### src/hw/wbra_cfg.svh
// Purpose: Constants for the write buffer request and acknowledge block.
// Assumes: One beat clock, registers reached over APB.
// Notes:   Offsets are byte addresses of 32-bit words.
`ifndef WBRA_CFG_SVH
`define WBRA_CFG_SVH
`define WBRA_OFF_DIAG      12'h000
`define WBRA_OFF_STATUS    12'h004
`define WBRA_OFF_PTRINIT   12'h008
`define WBRA_OFF_ENTRYBASE 12'h010
`define WBRA_DIAG_SINGLE   0
`define WBRA_DIAG_DRAIN    1
`define WBRA_DIAG_LWDIS    2
`define WBRA_DIAG_BADPAR   3
`define WBRA_DIAG_RESET    4'h0
`define WBRA_PTRINIT_EN    2
`endif

### src/hw/wbra_pkg.sv
// Purpose: Types for the write buffer request and acknowledge block.
// Assumes: Nothing beyond the constants header.
// Notes:   Holds the request state and candidate class encodings.
package wbra_pkg;
  typedef enum logic [1:0] {
    WBRA_CLS_NONE  = 2'b00,
    WBRA_CLS_UNAL  = 2'b01,
    WBRA_CLS_AL32  = 2'b10,
    WBRA_CLS_AL64  = 2'b11
  } wbra_class_e;
  typedef enum logic [1:0] {
    WBRA_IDLE  = 2'b00,
    WBRA_WPOST = 2'b01,
    WBRA_RPOST = 2'b10
  } wbra_req_e;
endpackage

### src/hw/wbra_top.sv
// Notes on behaviour
// - Write request carries 64-bit present and 32-bit odd flags, valid with it.
// - Unaligned write stuck in entry 0, not last written, drains whole buffer.
// - Single-ops bit makes buffer report full with any pending entry.
// - Drain-all bit requests every pending entry by chart priority, ignoring latch.
// - Last-written-disable includes latch entry; one pending acts like two.
// - Force-bad-parity drives all memory address parity bits to one.
// - Three microcode-only bits force the buffer pointer to a known value.
// - Memory write destination latches address and data, sets busy, raises request.
// - Cache miss or fast read latches address, sets busy, raises read request.
// - Buffer available when previous chain done, memory timer not using it, and an entry is free or hit.
// - Posted write plus available buffer gives pre-ack, registered to start chain.
// - Acknowledge shifts into four delayed copies, one beat each.
// - Latched address compared with four entries; any match with an entry holding valid bits raises hit.
// - First beat picks hit pointer on hit, else free pointer, for data write.
// - First beat holds input address and closes the request latch.
// - Second beat writes 32 or 64 data bits with write pulses spanning the whole beat.
// - Second beat stores address and sets pending; hit merges valid bits, miss replaces them.
// - Busy drops at third beat; pipeline requests stall while busy.
// - Third beat loads current pointer into the last-written latch.
// - Fourth beat ends the abort sequence of a write.
// - Normally the last-written entry is never requested.
// - If all candidates unaligned, with three pending or a drain, read request replaces write request.
// - Prefer 64-bit aligned, then 32-bit, then unaligned; ties to higher pointer.
// Purpose: Write buffer request selector and CPU write acknowledge chain.
// Assumes: One beat per ref_clk; half beats are the low phase of a toggle.
// Notes:   Valid bits are one per 16-bit half word, four per 64-bit entry.
//
// Our own choices: the register offsets and the APB register port.
`timescale 1ns/1ps
`include "wbra_cfg.svh"
module wbra_top #(
  parameter int ADDR_W = 29
) (
  input  wire logic              ref_clk,
  input  wire logic              sys_rst,
  input  wire logic              psel,
  input  wire logic              penable,
  input  wire logic              pwrite,
  input  wire logic [11:0]       paddr,
  input  wire logic [31:0]       pwdata,
  output logic      [31:0]       prdata,
  output logic                   pready,
  output logic                   pslverr,
  input  wire logic              dest_write_64,
  input  wire logic              dest_write_32,
  input  wire logic              cache_miss,
  input  wire logic              fast_read_64_cmd,
  input  wire logic              dest_half,
  input  wire logic              half_odd,
  input  wire logic [ADDR_W-1:0] cpu_address_bus,
  input  wire logic [31:0]       cpu_data_bus,
  input  wire logic              mt_busy_with_wb,
  input  wire logic              mt_done,
  input  wire logic [1:0]        mt_done_ptr,
  output logic                   mem_busy_n,
  output logic                   mt_write_req,
  output logic                   mt_read_req,
  output logic                   mt_write_64,
  output logic                   mt_write_odd,
  output logic      [1:0]        mt_req_ptr,
  output logic                   wb_full,
  output logic                   abort_active,
  output logic      [3:0]        mem_addr_parity,
  output logic      [ADDR_W-1:0] memory_address_bus
);
  initial begin
    if (ADDR_W < 2 || ADDR_W > 32) $error("ADDR_W out of range");
  end

  logic [ADDR_W-1:0] addrEnt [4];
  logic [63:0]       dataEnt [4];
  logic [3:0]        validEnt [4];
  logic [3:0]        pendReg;
  logic [3:0]        diagReg;
  logic [2:0]        ptrInitReg;
  logic [1:0]        lastWrittenReg;
  logic [ADDR_W-1:0] addrLatchReg;
  logic [31:0]       dataLatchReg;
  logic              halfReg;
  logic              oddReg;
  logic              w64Reg;
  wbra_pkg::wbra_req_e reqReg;
  logic              busyReg;
  logic [3:0]        ackChain;
  logic              hitReg;
  logic [1:0]        ptrReg;
  logic              halfPhase;
  logic              drainReg;
  logic              gateReg;
  logic [3:0]        heldCand;

  logic [3:0] hitVec;
  logic       hitAny;
  logic [1:0] hitPtr;
  logic [1:0] freePtr;
  logic       anyFree;
  always_comb begin
    hitAny  = 1'b0;
    hitPtr  = 2'd0;
    freePtr = 2'd0;
    anyFree = 1'b0;
    for (int i = 0; i < 4; i++) begin
      hitVec[i] = (validEnt[i] != 4'h0) && (addrEnt[i] == addrLatchReg);
      if (hitVec[i]) begin
        hitAny = 1'b1;
        hitPtr = 2'(i);
      end
      if (validEnt[i] == 4'h0 && !pendReg[i]) begin
        anyFree = 1'b1;
        freePtr = 2'(i);
      end
    end
  end

  logic avail;
  assign avail = (ackChain == 4'h0) && !mt_busy_with_wb && (anyFree || hitAny);

  logic preAck;
  assign preAck = (reqReg == wbra_pkg::WBRA_WPOST) && avail;

  assign mem_busy_n = !busyReg;
  logic newWrite;
  logic newRead;
  assign newWrite = !busyReg && (dest_write_64 || dest_write_32);
  assign newRead  = !busyReg && !newWrite && (cache_miss || fast_read_64_cmd);

  always_ff @(posedge ref_clk) begin
    if (sys_rst) begin
      addrLatchReg <= '0;
      dataLatchReg <= 32'h0000_0000;
      halfReg      <= 1'b0;
      oddReg       <= 1'b0;
      w64Reg       <= 1'b0;
    end else if ((newWrite || newRead) && !ackChain[0]) begin
      addrLatchReg <= cpu_address_bus;
      if (newWrite) begin
        dataLatchReg <= cpu_data_bus;
        halfReg      <= dest_half;
        oddReg       <= half_odd;
        w64Reg       <= dest_write_64;
      end
    end
  end

  always_ff @(posedge ref_clk) begin
    if (sys_rst) begin
      reqReg  <= wbra_pkg::WBRA_IDLE;
      busyReg <= 1'b0;
    end else begin
      if (newWrite) begin
        reqReg  <= wbra_pkg::WBRA_WPOST;
        busyReg <= 1'b1;
      end else if (newRead) begin
        reqReg  <= wbra_pkg::WBRA_RPOST;
        busyReg <= 1'b1;
      end else if (preAck) begin
        reqReg <= wbra_pkg::WBRA_IDLE;
      end else if (reqReg == wbra_pkg::WBRA_RPOST && mt_done) begin
        reqReg  <= wbra_pkg::WBRA_IDLE;
        busyReg <= 1'b0;
      end
      if (ackChain[1]) begin
        busyReg <= 1'b0;
      end
    end
  end

  always_ff @(posedge ref_clk) begin
    if (sys_rst) begin
      ackChain <= 4'h0;
    end else begin
      ackChain <= {ackChain[2:0], preAck};
    end
  end

  always_ff @(posedge ref_clk) begin
    if (sys_rst) begin
      hitReg <= 1'b0;
      ptrReg <= 2'd0;
    end else if (ptrInitReg[`WBRA_PTRINIT_EN]) begin
      ptrReg <= ptrInitReg[1:0];
    end else if (preAck) begin
      hitReg <= hitAny;
      ptrReg <= hitAny ? hitPtr : freePtr;
    end
  end

  // Half-beat phase: toggles each beat, high for one whole beat and low for the next.
  always_ff @(posedge ref_clk) begin
    if (sys_rst) begin
      halfPhase <= 1'b0;
    end else begin
      halfPhase <= !halfPhase;
    end
  end

  // Write pulses, the whole of beat two.
  logic writeHi;
  logic writeLo;
  assign writeHi = ackChain[1] && (w64Reg || !oddReg);
  assign writeLo = ackChain[1] && (w64Reg || oddReg);

  // A half-word write validates one bit; otherwise a 64-bit write validates the whole entry, a 32-bit write only its own half.
  logic [3:0] newValid;
  assign newValid = halfReg ? (oddReg ? 4'h1 : 4'h2) :
                    w64Reg  ? 4'hF : (oddReg ? 4'h3 : 4'hC);

  genvar g;
  generate
    for (g = 0; g < 4; g++) begin : gEnt
      always_ff @(posedge ref_clk) begin
        if (sys_rst) begin
          addrEnt[g]  <= '0;
          dataEnt[g]  <= 64'h0000_0000_0000_0000;
          validEnt[g] <= 4'h0;
          pendReg[g]  <= 1'b0;
        end else begin
          if (mt_done && mt_done_ptr == 2'(g)) begin
            pendReg[g] <= 1'b0;
          end
          if (ackChain[1] && ptrReg == 2'(g)) begin
            addrEnt[g] <= addrLatchReg;
            pendReg[g] <= 1'b1;
            validEnt[g] <= hitReg ? (validEnt[g] | newValid) : newValid;
            if (writeHi) begin
              dataEnt[g][63:32] <= dataLatchReg;
            end
            if (writeLo) begin
              dataEnt[g][31:0] <= dataLatchReg;
            end
          end
        end
      end
    end
  endgenerate

  always_ff @(posedge ref_clk) begin
    if (sys_rst) begin
      lastWrittenReg <= 2'd0;
    end else if (ackChain[2]) begin
      lastWrittenReg <= ptrReg;
    end
  end

  // Abort spans chain, ended by beat four.
  assign abort_active = |ackChain[2:0] || preAck;

  // Candidate classification per entry.
  wbra_pkg::wbra_class_e cls [4];
  always_comb begin
    for (int i = 0; i < 4; i++) begin
      if (!pendReg[i]) begin
        cls[i] = wbra_pkg::WBRA_CLS_NONE;
      end else if (validEnt[i] == 4'hF) begin
        cls[i] = wbra_pkg::WBRA_CLS_AL64;
      end else if (validEnt[i] == 4'hC || validEnt[i] == 4'h3) begin
        cls[i] = wbra_pkg::WBRA_CLS_AL32;
      end else begin
        cls[i] = wbra_pkg::WBRA_CLS_UNAL;
      end
    end
  end

  // Stuck unaligned entry zero starts a drain.
  always_ff @(posedge ref_clk) begin
    if (sys_rst) begin
      drainReg <= 1'b0;
    end else if (pendReg == 4'h0) begin
      drainReg <= 1'b0;
    end else if (cls[0] == wbra_pkg::WBRA_CLS_UNAL && lastWrittenReg != 2'd0) begin
      drainReg <= 1'b1;
    end
  end

  always_ff @(posedge ref_clk) begin
    if (sys_rst) begin
      gateReg <= 1'b0;
    end else begin
      gateReg <= preAck || |ackChain[1:0];
    end
  end

  logic [3:0] candMask;
  logic [2:0] candCount;
  logic       drainAll;
  wbra_pkg::wbra_class_e bestCls;
  logic [1:0] bestPtr;
  logic       reqWrite;
  logic       reqRead;
  always_comb begin
    drainAll  = diagReg[`WBRA_DIAG_DRAIN] || drainReg;
    candMask  = pendReg;
    if (!diagReg[`WBRA_DIAG_LWDIS] && !drainAll) begin
      candMask[lastWrittenReg] = 1'b0;
    end
    candCount = 3'd0;
    for (int i = 0; i < 4; i++) begin
      candCount = candCount + {2'b00, pendReg[i]};
    end
    if (diagReg[`WBRA_DIAG_LWDIS] && candCount == 3'd1) begin
      candCount = 3'd2;
    end
    // Priority by class then higher pointer.
    bestCls = wbra_pkg::WBRA_CLS_NONE;
    bestPtr = 2'd0;
    for (int i = 0; i < 4; i++) begin
      if (candMask[i] && cls[i] >= bestCls) begin
        bestCls = cls[i];
        bestPtr = 2'(i);
      end
    end
    reqWrite = 1'b0;
    reqRead  = 1'b0;
    if (drainAll || candCount >= 3'd3) begin
      reqWrite = bestCls == wbra_pkg::WBRA_CLS_AL64 || bestCls == wbra_pkg::WBRA_CLS_AL32;
      reqRead  = bestCls == wbra_pkg::WBRA_CLS_UNAL;
    end else if (candCount == 3'd2) begin
      reqWrite = bestCls == wbra_pkg::WBRA_CLS_AL64 || bestCls == wbra_pkg::WBRA_CLS_AL32;
    end
  end

  // Outputs held while the gate is closed.
  always_ff @(posedge ref_clk) begin
    if (sys_rst) begin
      mt_write_req <= 1'b0;
      mt_read_req  <= 1'b0;
      mt_write_64  <= 1'b0;
      mt_write_odd <= 1'b0;
      mt_req_ptr   <= 2'd0;
      heldCand     <= 4'h0;
    end else if (!gateReg && !preAck) begin
      mt_write_req <= reqWrite;
      mt_read_req  <= reqRead;
      mt_write_64  <= reqWrite && bestCls == wbra_pkg::WBRA_CLS_AL64;
      mt_write_odd <= reqWrite && bestCls == wbra_pkg::WBRA_CLS_AL32 &&
                      validEnt[bestPtr] == 4'h3;
      mt_req_ptr   <= bestPtr;
      heldCand     <= candMask;
    end
  end

  always_ff @(posedge ref_clk) begin
    if (sys_rst) begin
      wb_full <= 1'b0;
    end else if (diagReg[`WBRA_DIAG_SINGLE]) begin
      wb_full <= pendReg != 4'h0;
    end else begin
      wb_full <= pendReg == 4'hF;
    end
  end

  always_ff @(posedge ref_clk) begin
    if (sys_rst) begin
      memory_address_bus <= '0;
      mem_addr_parity    <= 4'h0;
    end else begin
      memory_address_bus <= (reqReg == wbra_pkg::WBRA_RPOST) ? addrLatchReg : addrEnt[mt_req_ptr];
      if (diagReg[`WBRA_DIAG_BADPAR]) begin
        mem_addr_parity <= 4'hF;
      end else begin
        for (int b = 0; b < 4; b++) begin
          mem_addr_parity[b] <= ^(32'(addrEnt[mt_req_ptr]) >> (8 * b) & 32'h0000_00FF);
        end
      end
    end
  end

  // APB slave, zero wait states; unmapped reads give zero with an error.
  logic apbAcc;
  assign apbAcc  = psel && penable;
  assign pready  = 1'b1;
  logic mapped;
  assign mapped  = paddr == `WBRA_OFF_DIAG || paddr == `WBRA_OFF_STATUS ||
                   paddr == `WBRA_OFF_PTRINIT ||
                   (paddr >= `WBRA_OFF_ENTRYBASE && paddr < 12'h020);
  assign pslverr = apbAcc && !mapped;

  // Diagnostic bits, cleared at reset and by software.
  always_ff @(posedge ref_clk) begin
    if (sys_rst) begin
      diagReg    <= `WBRA_DIAG_RESET;
      ptrInitReg <= 3'b000;
    end else if (apbAcc && pwrite && paddr == `WBRA_OFF_DIAG) begin
      diagReg <= pwdata[3:0];
    end else if (apbAcc && pwrite && paddr == `WBRA_OFF_PTRINIT) begin
      ptrInitReg <= pwdata[2:0];
    end
  end

  always_comb begin
    prdata = 32'h0000_0000;
    if (psel && !pwrite) begin
      if (paddr == `WBRA_OFF_DIAG) begin
        prdata = {28'h000_0000, diagReg};
      end else if (paddr == `WBRA_OFF_STATUS) begin
        prdata = {16'h0000, heldCand, pendReg, busyReg, drainReg, lastWrittenReg,
                  ptrReg, hitReg, wb_full};
      end else if (paddr == `WBRA_OFF_PTRINIT) begin
        prdata = {29'h0000_0000, ptrInitReg};
      end else if (paddr >= `WBRA_OFF_ENTRYBASE && paddr < 12'h020) begin
        prdata = {27'h000_0000, pendReg[paddr[3:2]], validEnt[paddr[3:2]]};
      end
    end
  end
endmodule

### config.mk
export PLATFORM = sky130hd
export DESIGN_NAME = wbra_top
export DESIGN_NICKNAME = d
export VERILOG_FILES = /design/src/hw/wbra_pkg.sv /design/src/hw/wbra_top.sv
export VERILOG_INCLUDE_DIRS = /design/src /design/src/hw
export SDC_FILE = /design/constraint.sdc
export NUM_CORES = 1
export LEC_CHECK = 0
export BUFFER_PORTS_ARGS = -buffer_cell sky130_fd_sc_hd__buf_4
export CAP_MARGIN = 10
export CELL_PAD_IN_SITES_DETAIL_PLACEMENT = 1
export CELL_PAD_IN_SITES_GLOBAL_PLACEMENT = 2
export CORE_MARGIN = 4
export CORE_UTILIZATION = 39
export DETAILED_ROUTE_END_ITERATION = 7
export GPL_TIMING_DRIVEN = 0
export PLACE_DENSITY = 0.88
export SKIP_LAST_GASP = 1
export SLEW_MARGIN = 20
export SYNTH_ARGS = -nofsm -noshare
export SYNTH_HDL_FRONTEND = slang
export SYNTH_SLANG_ARGS = --single-unit
### constraint.sdc
create_clock -name ref_clk -period 11.5 [get_ports ref_clk]
set_clock_uncertainty 0.15 [all_clocks]
set_input_delay 3.45 -clock ref_clk [delete_from_list [all_inputs] [get_ports ref_clk]]
set_output_delay 3.45 -clock ref_clk [all_outputs]
set_load 0.01 [all_outputs]
# [After elaboration in Yosys (flattened, before gate mapping)]
# Memory sizes are Yosys's and may differ from the RTL's. A register that Yosys moved wholly into a read port is not among the register bits.
# Cells that the tools add are included.
[word_totals] memories=2 output_inout_bits=76 ram_bits=132 register_bits=101 wordCells=304 in_bits=120
[classes] n_eq_ne=35 reduce_logical=109 magnitude_cmp=10 bitwise=16 mux=101 n_addsub=3
[memory_table] memory="addrEnt" words=4 width=29 rd=5 rd_ports_with_merged_regs=1 wr=4 line="wbra_top.sv:71" rtl="logic [ADDR_W-1:0] addrEnt [4];"
[memory_table] memory="validEnt" words=4 width=4 rd=6 rd_ports_with_merged_regs=0 wr=4 line="wbra_top.sv:73" rtl="logic [3:0] validEnt [4];"
[ops] operator="29-bit 2-to-1 mux" n=5
[ops] operator="32-bit parity" n=4
[ops] operator="29-bit equality test" n=4
[ops] operator="2-bit 2-to-1 mux" n=31
[ops] operator="4-bit 2-to-1 mux" n=13
[ops] operator="16-bit 2-to-1 mux" n=3
[ops] operator="1-bit 2-to-1 mux" n=44
[ops] operator="1-bit logical AND" n=43
[ops] operator="4-bit equality test, second input constant" n=9
[ops] operator="4-bit logical NOT" n=6
[ops] operator="4-bit nonzero test" n=6
[ops] operator="4-bit by 2-bit equality test with 1-bit output, second input constant" n=5
[ops] operator="1-bit logical OR" n=16
[ops] operator="4-bit bitwise OR" n=4
[ops] operator="2-bit equality test, second input constant" n=7
[ops] operator="1-bit logical NOT" n=14
[ops] operator="12-bit by 3-bit equality test with 1-bit output, second input constant" n=1
[ops] operator="12-bit by 4-bit equality test with 1-bit output, second input constant" n=1
[ops] operator="12-bit by 5-bit greater-or-equal comparator with 1-bit output, second input constant" n=1
[ops] operator="12-bit logical NOT" n=1
[ops] operator="12-bit by 6-bit less-than comparator with 1-bit output, second input constant" n=1
[ops] operator="2-bit nonzero test" n=6
[ops] operator="2-bit by 1-bit equality test with 1-bit output, second input constant" n=5
[ops] operator="5-bit 2-to-1 mux" n=2
[ops] operator="other kinds (22)" n=42

# [Depth between registers and ports, before layout]
# Gate-level depths: netlist (run 1).
[logic_depth] ltp_word=24 mapped_depth=22 mapped_depth_nobuf=22

# [Least setup slack after synthesis (run 1)]
# OpenSTA, ideal clock, no wires.
[synth_timing] path_kind="input to output" startpoint="input paddr[8]" endpoint="output prdata[10]" t_arrival_ps=5013 slack_ps=2887 cell_stages=6 n_path_buf=1 required_time_ps=7900 path_cell_list="nor4_1 -> nand3_1 -> nor3b_1 -> and3_1 -> clkbuf_1 -> and2_1"
[synth_between] elab_chain_len=4 word_cells_on_any_way=5 cone_classes="1 x eq/ne; 3 x mux; 1 x reduce/logical"
[synth_rtl] element="start: declaration" line="wbra_top.sv:40" rtl="input wire logic [11:0] paddr,"
[synth_rtl] element="12-bit by 3-bit equality test with 1-bit output (no line)"
[synth_rtl] element="16-bit 2-to-1 mux" line="wbra_top.sv:396" rtl="end else if (paddr == `WBRA_OFF_STATUS) begin"
[synth_rtl] element="16-bit 2-to-1 mux (*)" line="wbra_top.sv:394" rtl="if (paddr == `WBRA_OFF_DIAG) begin"
[synth_rtl] element="16-bit 2-to-1 mux (*)" line="wbra_top.sv:393" rtl="if (psel && !pwrite) begin"
[synth_rtl] element="end: declaration" line="wbra_top.sv:42" rtl="output logic [31:0] prdata,"
# Mark *: on every way between the ends. The rest lies on a longest branch, timed or not.

# [Worst setup path in the final report (run 1)]
[layout_timing] startpoint="input paddr[8]" endpoint="output prdata[11]"
# Same word-level chain as after synthesis.

==> results of run 1 <==
-- power by group --
part           switching, uW  internal (uW)
clock                    362            536
sequential              21.2            922
combinational            172            104
total                    555           1560
-- routing by layer --
layer  track usage [%]  vias up  wire (um)
met5                 0        -          0
met4              6.59        0       1230
met3              5.02       74       3180
met2              40.3      396      20200
met1              30.4     4833      16800
li1                  -     4458          -
-- area by class of cell --
type | count | area, um^2 | share of cell area, %
buffer | 108 | 553 | 3.73
clock buffer | 39 | 847 | 5.71
clock inverter | 13 | 96.3 | 0.650
inverter | 11 | 41.3 | 0.279
multi-input combinational | 844 | 5800 | 39.1
sequential | 235 | 6030 | 40.6
tap | 396 | 495 | 3.34
timing repair buffer | 120 | 966 | 6.52
-- cell usage in the layout, fill, tap and decap left out, drive strengths merged, types with 5 or more instances in the layout --
cell type / count
a21oi: 96
a22oi: 5
a31oi: 8
and2: 70
and3: 62
buf: 177
clkbuf: 90
clkinv: 11
conb: 17
dfxtp: 103
edfxtp: 132
ha: 10
inv: 11
mux2: 5
mux2i: 12
mux4: 34
nand2: 167
nand2b: 8
nand3: 9
nand4: 17
nor2: 54
nor2b: 13
nor3: 13
nor4: 18
o21ai: 25
or4: 6
xnor2: 71
xor2: 74
-- cell families after synthesis --
kind of cell               count (synthesis)  synth area share (%)
AOI/OAI and AO/OA                        165                  8.27
xor gates and xnor gates                 145                  10.3
adders and majority gates                 11                  1.17
buffers and inverters                    119                  4.81
DFF                                      235                  48.8
muxes                                     51                  7.66
other                                      2                0.0608
and+or+nand+nor                          455                  19.0
-- worst max path at each step --
stage | start | to | slack, ps | cells past startpoint
floorplan | paddr[8] | prdata[10] | 2890 | 6
global placement | paddr[8] | prdata[13] | 2060 | 8
detailed placement | paddr[8] | prdata[11] | 2050 | 8
CTS | paddr[8] | prdata[11] | 2050 | 8
global route | paddr[8] | prdata[11] | 1770 | 8
finish | paddr[8] | prdata[11] | 2080 | 8
-- stage by stage --
step / util [%] / area, um^2 / worst slack (ps) / cells / total power [uW]
floorplan: - / 12400 / 2890 / 1198 / 1120
global placement: 44.6 / 13800 / 2060 / 1710 / 1220
detailed placement: 44.9 / 13900 / 2050 / 1714 / 1230
CTS: 48.0 / 14800 / 2050 / 1766 / 2130
global route: 48.0 / 14800 / 1770 / 1766 / 2190
finish: 48.0 / 14800 / 2080 / 1766 / 2120
-- state kept, by name, indices dropped and copies added, names as in the netlist, 4 cells and up, named ones only --
signal	count
memory_address_bus	29
pendReg	4
addrLatchReg	29
validEnt	16
heldCand	4
ackChain	4
diagReg	4
addrEnt	116
mem_addr_parity	4
-- critical path, delay by kind of cell --
family	cells	cell delay (ps)
and+or+nand+nor	5	1810
buffers and inverters	3	570
-- cell usage after synthesis (all sizes together) (11+ instances only) --
master | count | area [um^2]
a21oi | 96 | 480
and2 | 70 | 438
and3 | 62 | 388
buf | 57 | 362
clkbuf | 51 | 191
dfxtp | 103 | 2060
edfxtp | 132 | 3960
inv | 11 | 41.3
mux2i | 12 | 120
mux4 | 34 | 769
nand2 | 167 | 627
nand4 | 17 | 106
nor2 | 54 | 205
nor2b | 13 | 81.3
nor3 | 13 | 76.3
nor4 | 18 | 113
o21ai | 25 | 129
xnor2 | 71 | 622
xor2 | 74 | 648
==> summary.txt, run 1 <==
Hold path start -> mt_read_req
DRC -> 0
CTS Hold Bufs -> 0
Nets -> 1,479
Biggest cell delay along the critical path -> 710 ps
Global route total overflow -> 0
Max cap viols -> 0
Seq/Total Area, Yosys -> 48.8%
Vias -> 9,761
Cell row count -> 64
Setup TNS -> 0 ps
Worst Hold End -> mt_read_req
Clock-pin slew on the worst setup and hold paths -> 50 ps
# IOs -> 196
First-pass GRT wire length -> 61.1 mm
HPWL Detailed -> 30.6 mm
Slew Viols, Final -> 0
Period utilization -> 81.9%
Max VDD drop -> 0.138 mV
Crit-path most repeated cell -> buf_4
Initial drt markers -> 945
Die area -> 0.0346 mm^2
Fraction of registers with async set/reset -> 0%
Hold Vio Cnt, Final -> 0
Die Y -> 186 um
Share of layout cells above drive strength 1 -> 20.3%
Core area -> 0.0309 mm^2
Number of global-route vias before repair -> 9,953
Critical Path RT -> 7900 ps
Worst-Margin Slew -> 1100 ps
Post-synth EDFFs -> 132
Wire length per cell -> 23.5 um
Fillers -> 3,427
Reg-to-Reg Start -> validEnt[1][3]
Ys flop type -> edfxtp_1
Synthesized flop and latch total -> 235
IO Port Bufs -> 116
Rel. slew slack -> 26.3%
RSZ-0062 raised after global routing -> no
HP Class -> reg2reg
Worst Path Max Fanout -> 10
Cells after synthesis -> 1,183
Slowest cell on the critical path -> nor3b_1
Initial antenna violation count -> 0
Clock sinks -> 235
Vias/cell -> 5.53
Critical Path Start Type -> primary input
Outcome -> finished clean
PD cells -> 143 mW/mm^2
Min-Delay Path Depth -> 2
Max Buffers Root-to-Sink -> 3
WHS -> 315 ps
Post-cts sizing count -> 0
Setup Crit Path Kind -> in2out
R2r setup slk -> 5980 ps
Post-route antenna net violation count -> 0
CTS tree -> built
Ant diodes -> 0
Syn avg cell area -> 10.4 um^2
Clock latency on the worst-skew pair -> 560 ps
Worst Setup End Kind -> output port
R2R cell count -> 21
FMAX -> 0.106 GHz
Pre-Repair DR Iteration Count -> 6
TritonCTS Buffers -> 28
Worst Path Arrival -> 5820 ps
Cell Area, Synth -> 0.0124 mm^2
Root Buffer -> clkbuf_16
Syn-to-layout area delta -> 20.0%
Critical Path, Cell by Cell -> buf_4 -> nor4_1 -> nand3_1 -> nor3b_1 -> and3_1 -> clkbuf_1 -> and2_1 -> buf_4
Final Setup Violations -> 0
Post-CTS Setup Inserts -> 0
Final wirelength -> 41.4 mm
Synth unique cells -> 73
H-tree lvl count -> 1
Crit path time final -> 9420 ps
Reg2Reg Capture Point -> mt_read_req
Largest net degree at the start of global routing -> 24
Total GRT Usage -> 23.6%
Die W -> 186 um
RePlAce Congestion -> 0.935
Leak -> 0.00596 uW
Starting Density -> 40.0%
Synth Warn # -> 0
(Power assumes the default switching activity.)
==> inputs of run 2 (changes only) <==
- CORE_UTILIZATION: 39 -> 33
- PLACE_DENSITY: 0.88 -> 0.79
- clock period: 11.5 -> 7.9 ns (I/O delays scaled with it)
==> run 2 against run 1 <==
  * Sequential share of layout area fell by 0.11 points
  * Utilization fell by 7.6 points
  * Die area grew 17%
  * Global-route usage down 3.0 points
  * Largest cell class unchanged
  * Sequential cell count did not move
  * Critical path depth stayed put
==> summary.txt, run 2 (synthesis gave the netlist of run 1 again) <==
WP buf/inv -> 3 (unchanged)
PD cells -> 206 mW/mm^2 (was 143 mW/mm^2)
Max Buffers Root-to-Sink -> 3 (unchanged)
Setup TNS -> 0 ps (unchanged)
Clock sinks -> 235 (unchanged)
Root Buffer -> clkbuf_16 (unchanged)
Wire length per cell -> 23.4 um (was 23.5 um)
Ant diodes -> 0 (unchanged)
Final Setup Violations -> 0 (unchanged)
Setup Crit Path Kind -> in2out (unchanged)
Initial antenna violation count -> 1 (was 0)
Biggest cell delay along the critical path -> 790 ps (was 710 ps)
Starting Density -> 33.6% (was 40.0%)
Hold Vio Cnt, Final -> 0 (unchanged)
Pre-Repair DR Iteration Count -> 4 (was 6)
Max cap viols -> 0 (unchanged)
Commonest non-fill, non-tap cell in the layout -> nand2_1 (unchanged)
Final core utilization -> 40.4% (was 48.0%)
DRC -> 0 (unchanged)
Slew Viols, Final -> 0 (unchanged)
Cell row count -> 70 (was 64)
First-pass GRT wire length -> 63.8 mm (was 61.1 mm)
RSZ-0062 raised after global routing -> no (unchanged)
Commonest cells after routing, fill and taps aside -> nand2_1, buf_4, edfxtp_1 (unchanged)
FMAX -> 0.137 GHz
Outcome -> finished clean (unchanged)
# IOs -> 196 (unchanged)
Total GRT Usage -> 20.6% (was 23.6%)
Die W -> 201 um (was 186 um)
Worst Path Max Fanout -> 10 (unchanged)
Worst Path Arrival -> 4800 ps (was 5820 ps)
Cell Area, Placed -> 0.0140 mm^2 (was 0.0139 mm^2)
Biggest registers after layout -> addrEnt (116), addrLatchReg (29), memory_address_bus (29) (unchanged)
Core area -> 0.0368 mm^2 (was 0.0309 mm^2)
Critical Path, Cell by Cell -> buf_4 -> nor4_1 -> nand3_1 -> nor3b_1 -> and3_1 -> clkbuf_1 -> and2_1 -> buf_4 (unchanged)
Initial drt markers -> 853 (was 945)
Final wirelength -> 43.1 mm (was 41.4 mm)
IO Port Bufs -> 116 (unchanged)
Nets -> 1,479 (unchanged)
Max VDD drop -> 0.132 mV (was 0.138 mV)
Syn-to-layout area delta -> 20.3% (was 20.0%)
Post-CTS Setup Inserts -> 0 (unchanged)
H-tree lvl count -> 1 (unchanged)
Share of layout cells above drive strength 1 -> 20.1% (was 20.3%)
Vias/cell -> 5.27 (was 5.53)
Vias -> 9,691 (was 9,761)
Clock-pin slew on the worst setup and hold paths -> 60 ps (was 50 ps)
Design area -> 0.0149 mm^2 (was 0.0148 mm^2)
CTS tree -> built (unchanged)
Crit-path most repeated cell -> buf_4 (unchanged)
Period utilization -> 92.7%
Crit path time final -> 7320 ps
Die area -> 0.0406 mm^2 (was 0.0346 mm^2)
TritonCTS Buffers -> 29 (was 28)
Top delay family on crit path -> simple AND/OR/NAND/NOR gates (unchanged)
Rel. slew slack -> 23.6% (was 26.3%)
Post-route antenna net violation count -> 0 (unchanged)
Total power -> 3060 uW (was 2120 uW)
Fin cells -> 1,839 (was 1,766)
Critical Path RT -> 5380 ps (was 7900 ps)
Number of flip-flops in the largest register -> 116 (unchanged)
CTS Hold Bufs -> 0 (unchanged)
Worst-Margin Slew -> 1150 ps (was 1100 ps)
HPWL Detailed -> 31.6 mm (was 30.6 mm)
Die Y -> 201 um (was 186 um)
Largest net degree at the start of global routing -> 34 (was 24)
Worst Setup End Kind -> output port (unchanged)
Clock latency on the worst-skew pair -> 560 ps (about the same)
Slowest cell on the critical path -> nor3b_1 (unchanged)
RePlAce Congestion -> 0.924 (was 0.935)
Critical Path Start Type -> primary input (unchanged)
Reg with most FFs -> addrEnt (unchanged)
HP Class -> reg2reg (unchanged)
Number of global-route vias before repair -> 10,000 (was 9,953)
Post-cts sizing count -> 0 (unchanged)
Global route total overflow -> 0 (unchanged)
Leak -> 0.00593 uW (was 0.00596 uW)
Placed cells -> 1,785 (was 1,714)
-- run 2: cell types whose count changed in the layout (fill, tap and decap cells not counted) --
cell / before / now
a31o_2: 2 / 1
a31o_4: 0 / 1
buf_16: 2 / 1
clkbuf_1: 56 / 59
clkbuf_16: 32 / 29
clkbuf_8: 2 / 5
clkinv_4: 2 / 0
inv_6: 0 / 1
-- run 2: final cells by class --
cell class                 count  area [um^2]
fill                        4121        21900
sequential                   235         6030
multi-input combinational    844         5810
timing repair buffer         119          938
clock buffer                  42          825
tap                          468          586
buffer                       108          553
clock inverter                12         87.6
inverter                      11         41.3
-- run 2: power breakdown --
group / switching (uW) / internal [uW] / total [uW] / leakage, uW
combinational: 255 / 151 / 406 / 0.00327
sequential: 30.7 / 1340 / 1370 / 0.00221
clock: 533 / 753 / 1290 / 0.000450
-- run 2: worst register-to-register path: stages (launching register included) --
cell and delay [ps]:
edfxtp_1 470, nor4bb_1 520, a31oi_1 180, nand2_1 110, ha_1 220, nand2b_1 160, a21oi_1 260, nor2_1 140
a21o_2 240, ha_1 280, nand2b_1 140, a21oi_1 220, nor2_1 100, a211oi_2 330, nor2_1 90, ha_1 280
nand2b_1 100, a21oi_1 60, nor2_1 470, mux2i_1 250, or4b_1 540, mux2i_1 130
-- run 2: path summary, 6_finish.rpt --
path	start	endpoint	slack (ps)	cells after the start
worst min register to register	mt_write_req	mt_write_req	310	2
worst max register to register	validEnt[1][0]	mt_read_req	2380	21
worst min-delay path	mt_write_req	mt_write_req	310	2
worst max-delay path	paddr[8]	prdata[10]	580	8
-- run 2: stage by stage --
| stage | setup slack [ps] | hold slack, ps |
|---|---|---|
| finish | 580 | 315 |
| global route | 373 | 341 |
| CTS | 509 | 319 |
| detailed placement | 508 | 308 |
| global placement | 628 | 299 |
| floorplan | 1450 | 311 |
-- run 2: metal layers --
layer	wire, um	vias up	track usage, %
met2	21400	336	36.0
met4	923	2	4.13
met3	2800	63	3.05
met1	18000	4833	27.3
li1	-	4457	-
met5	10	-	0
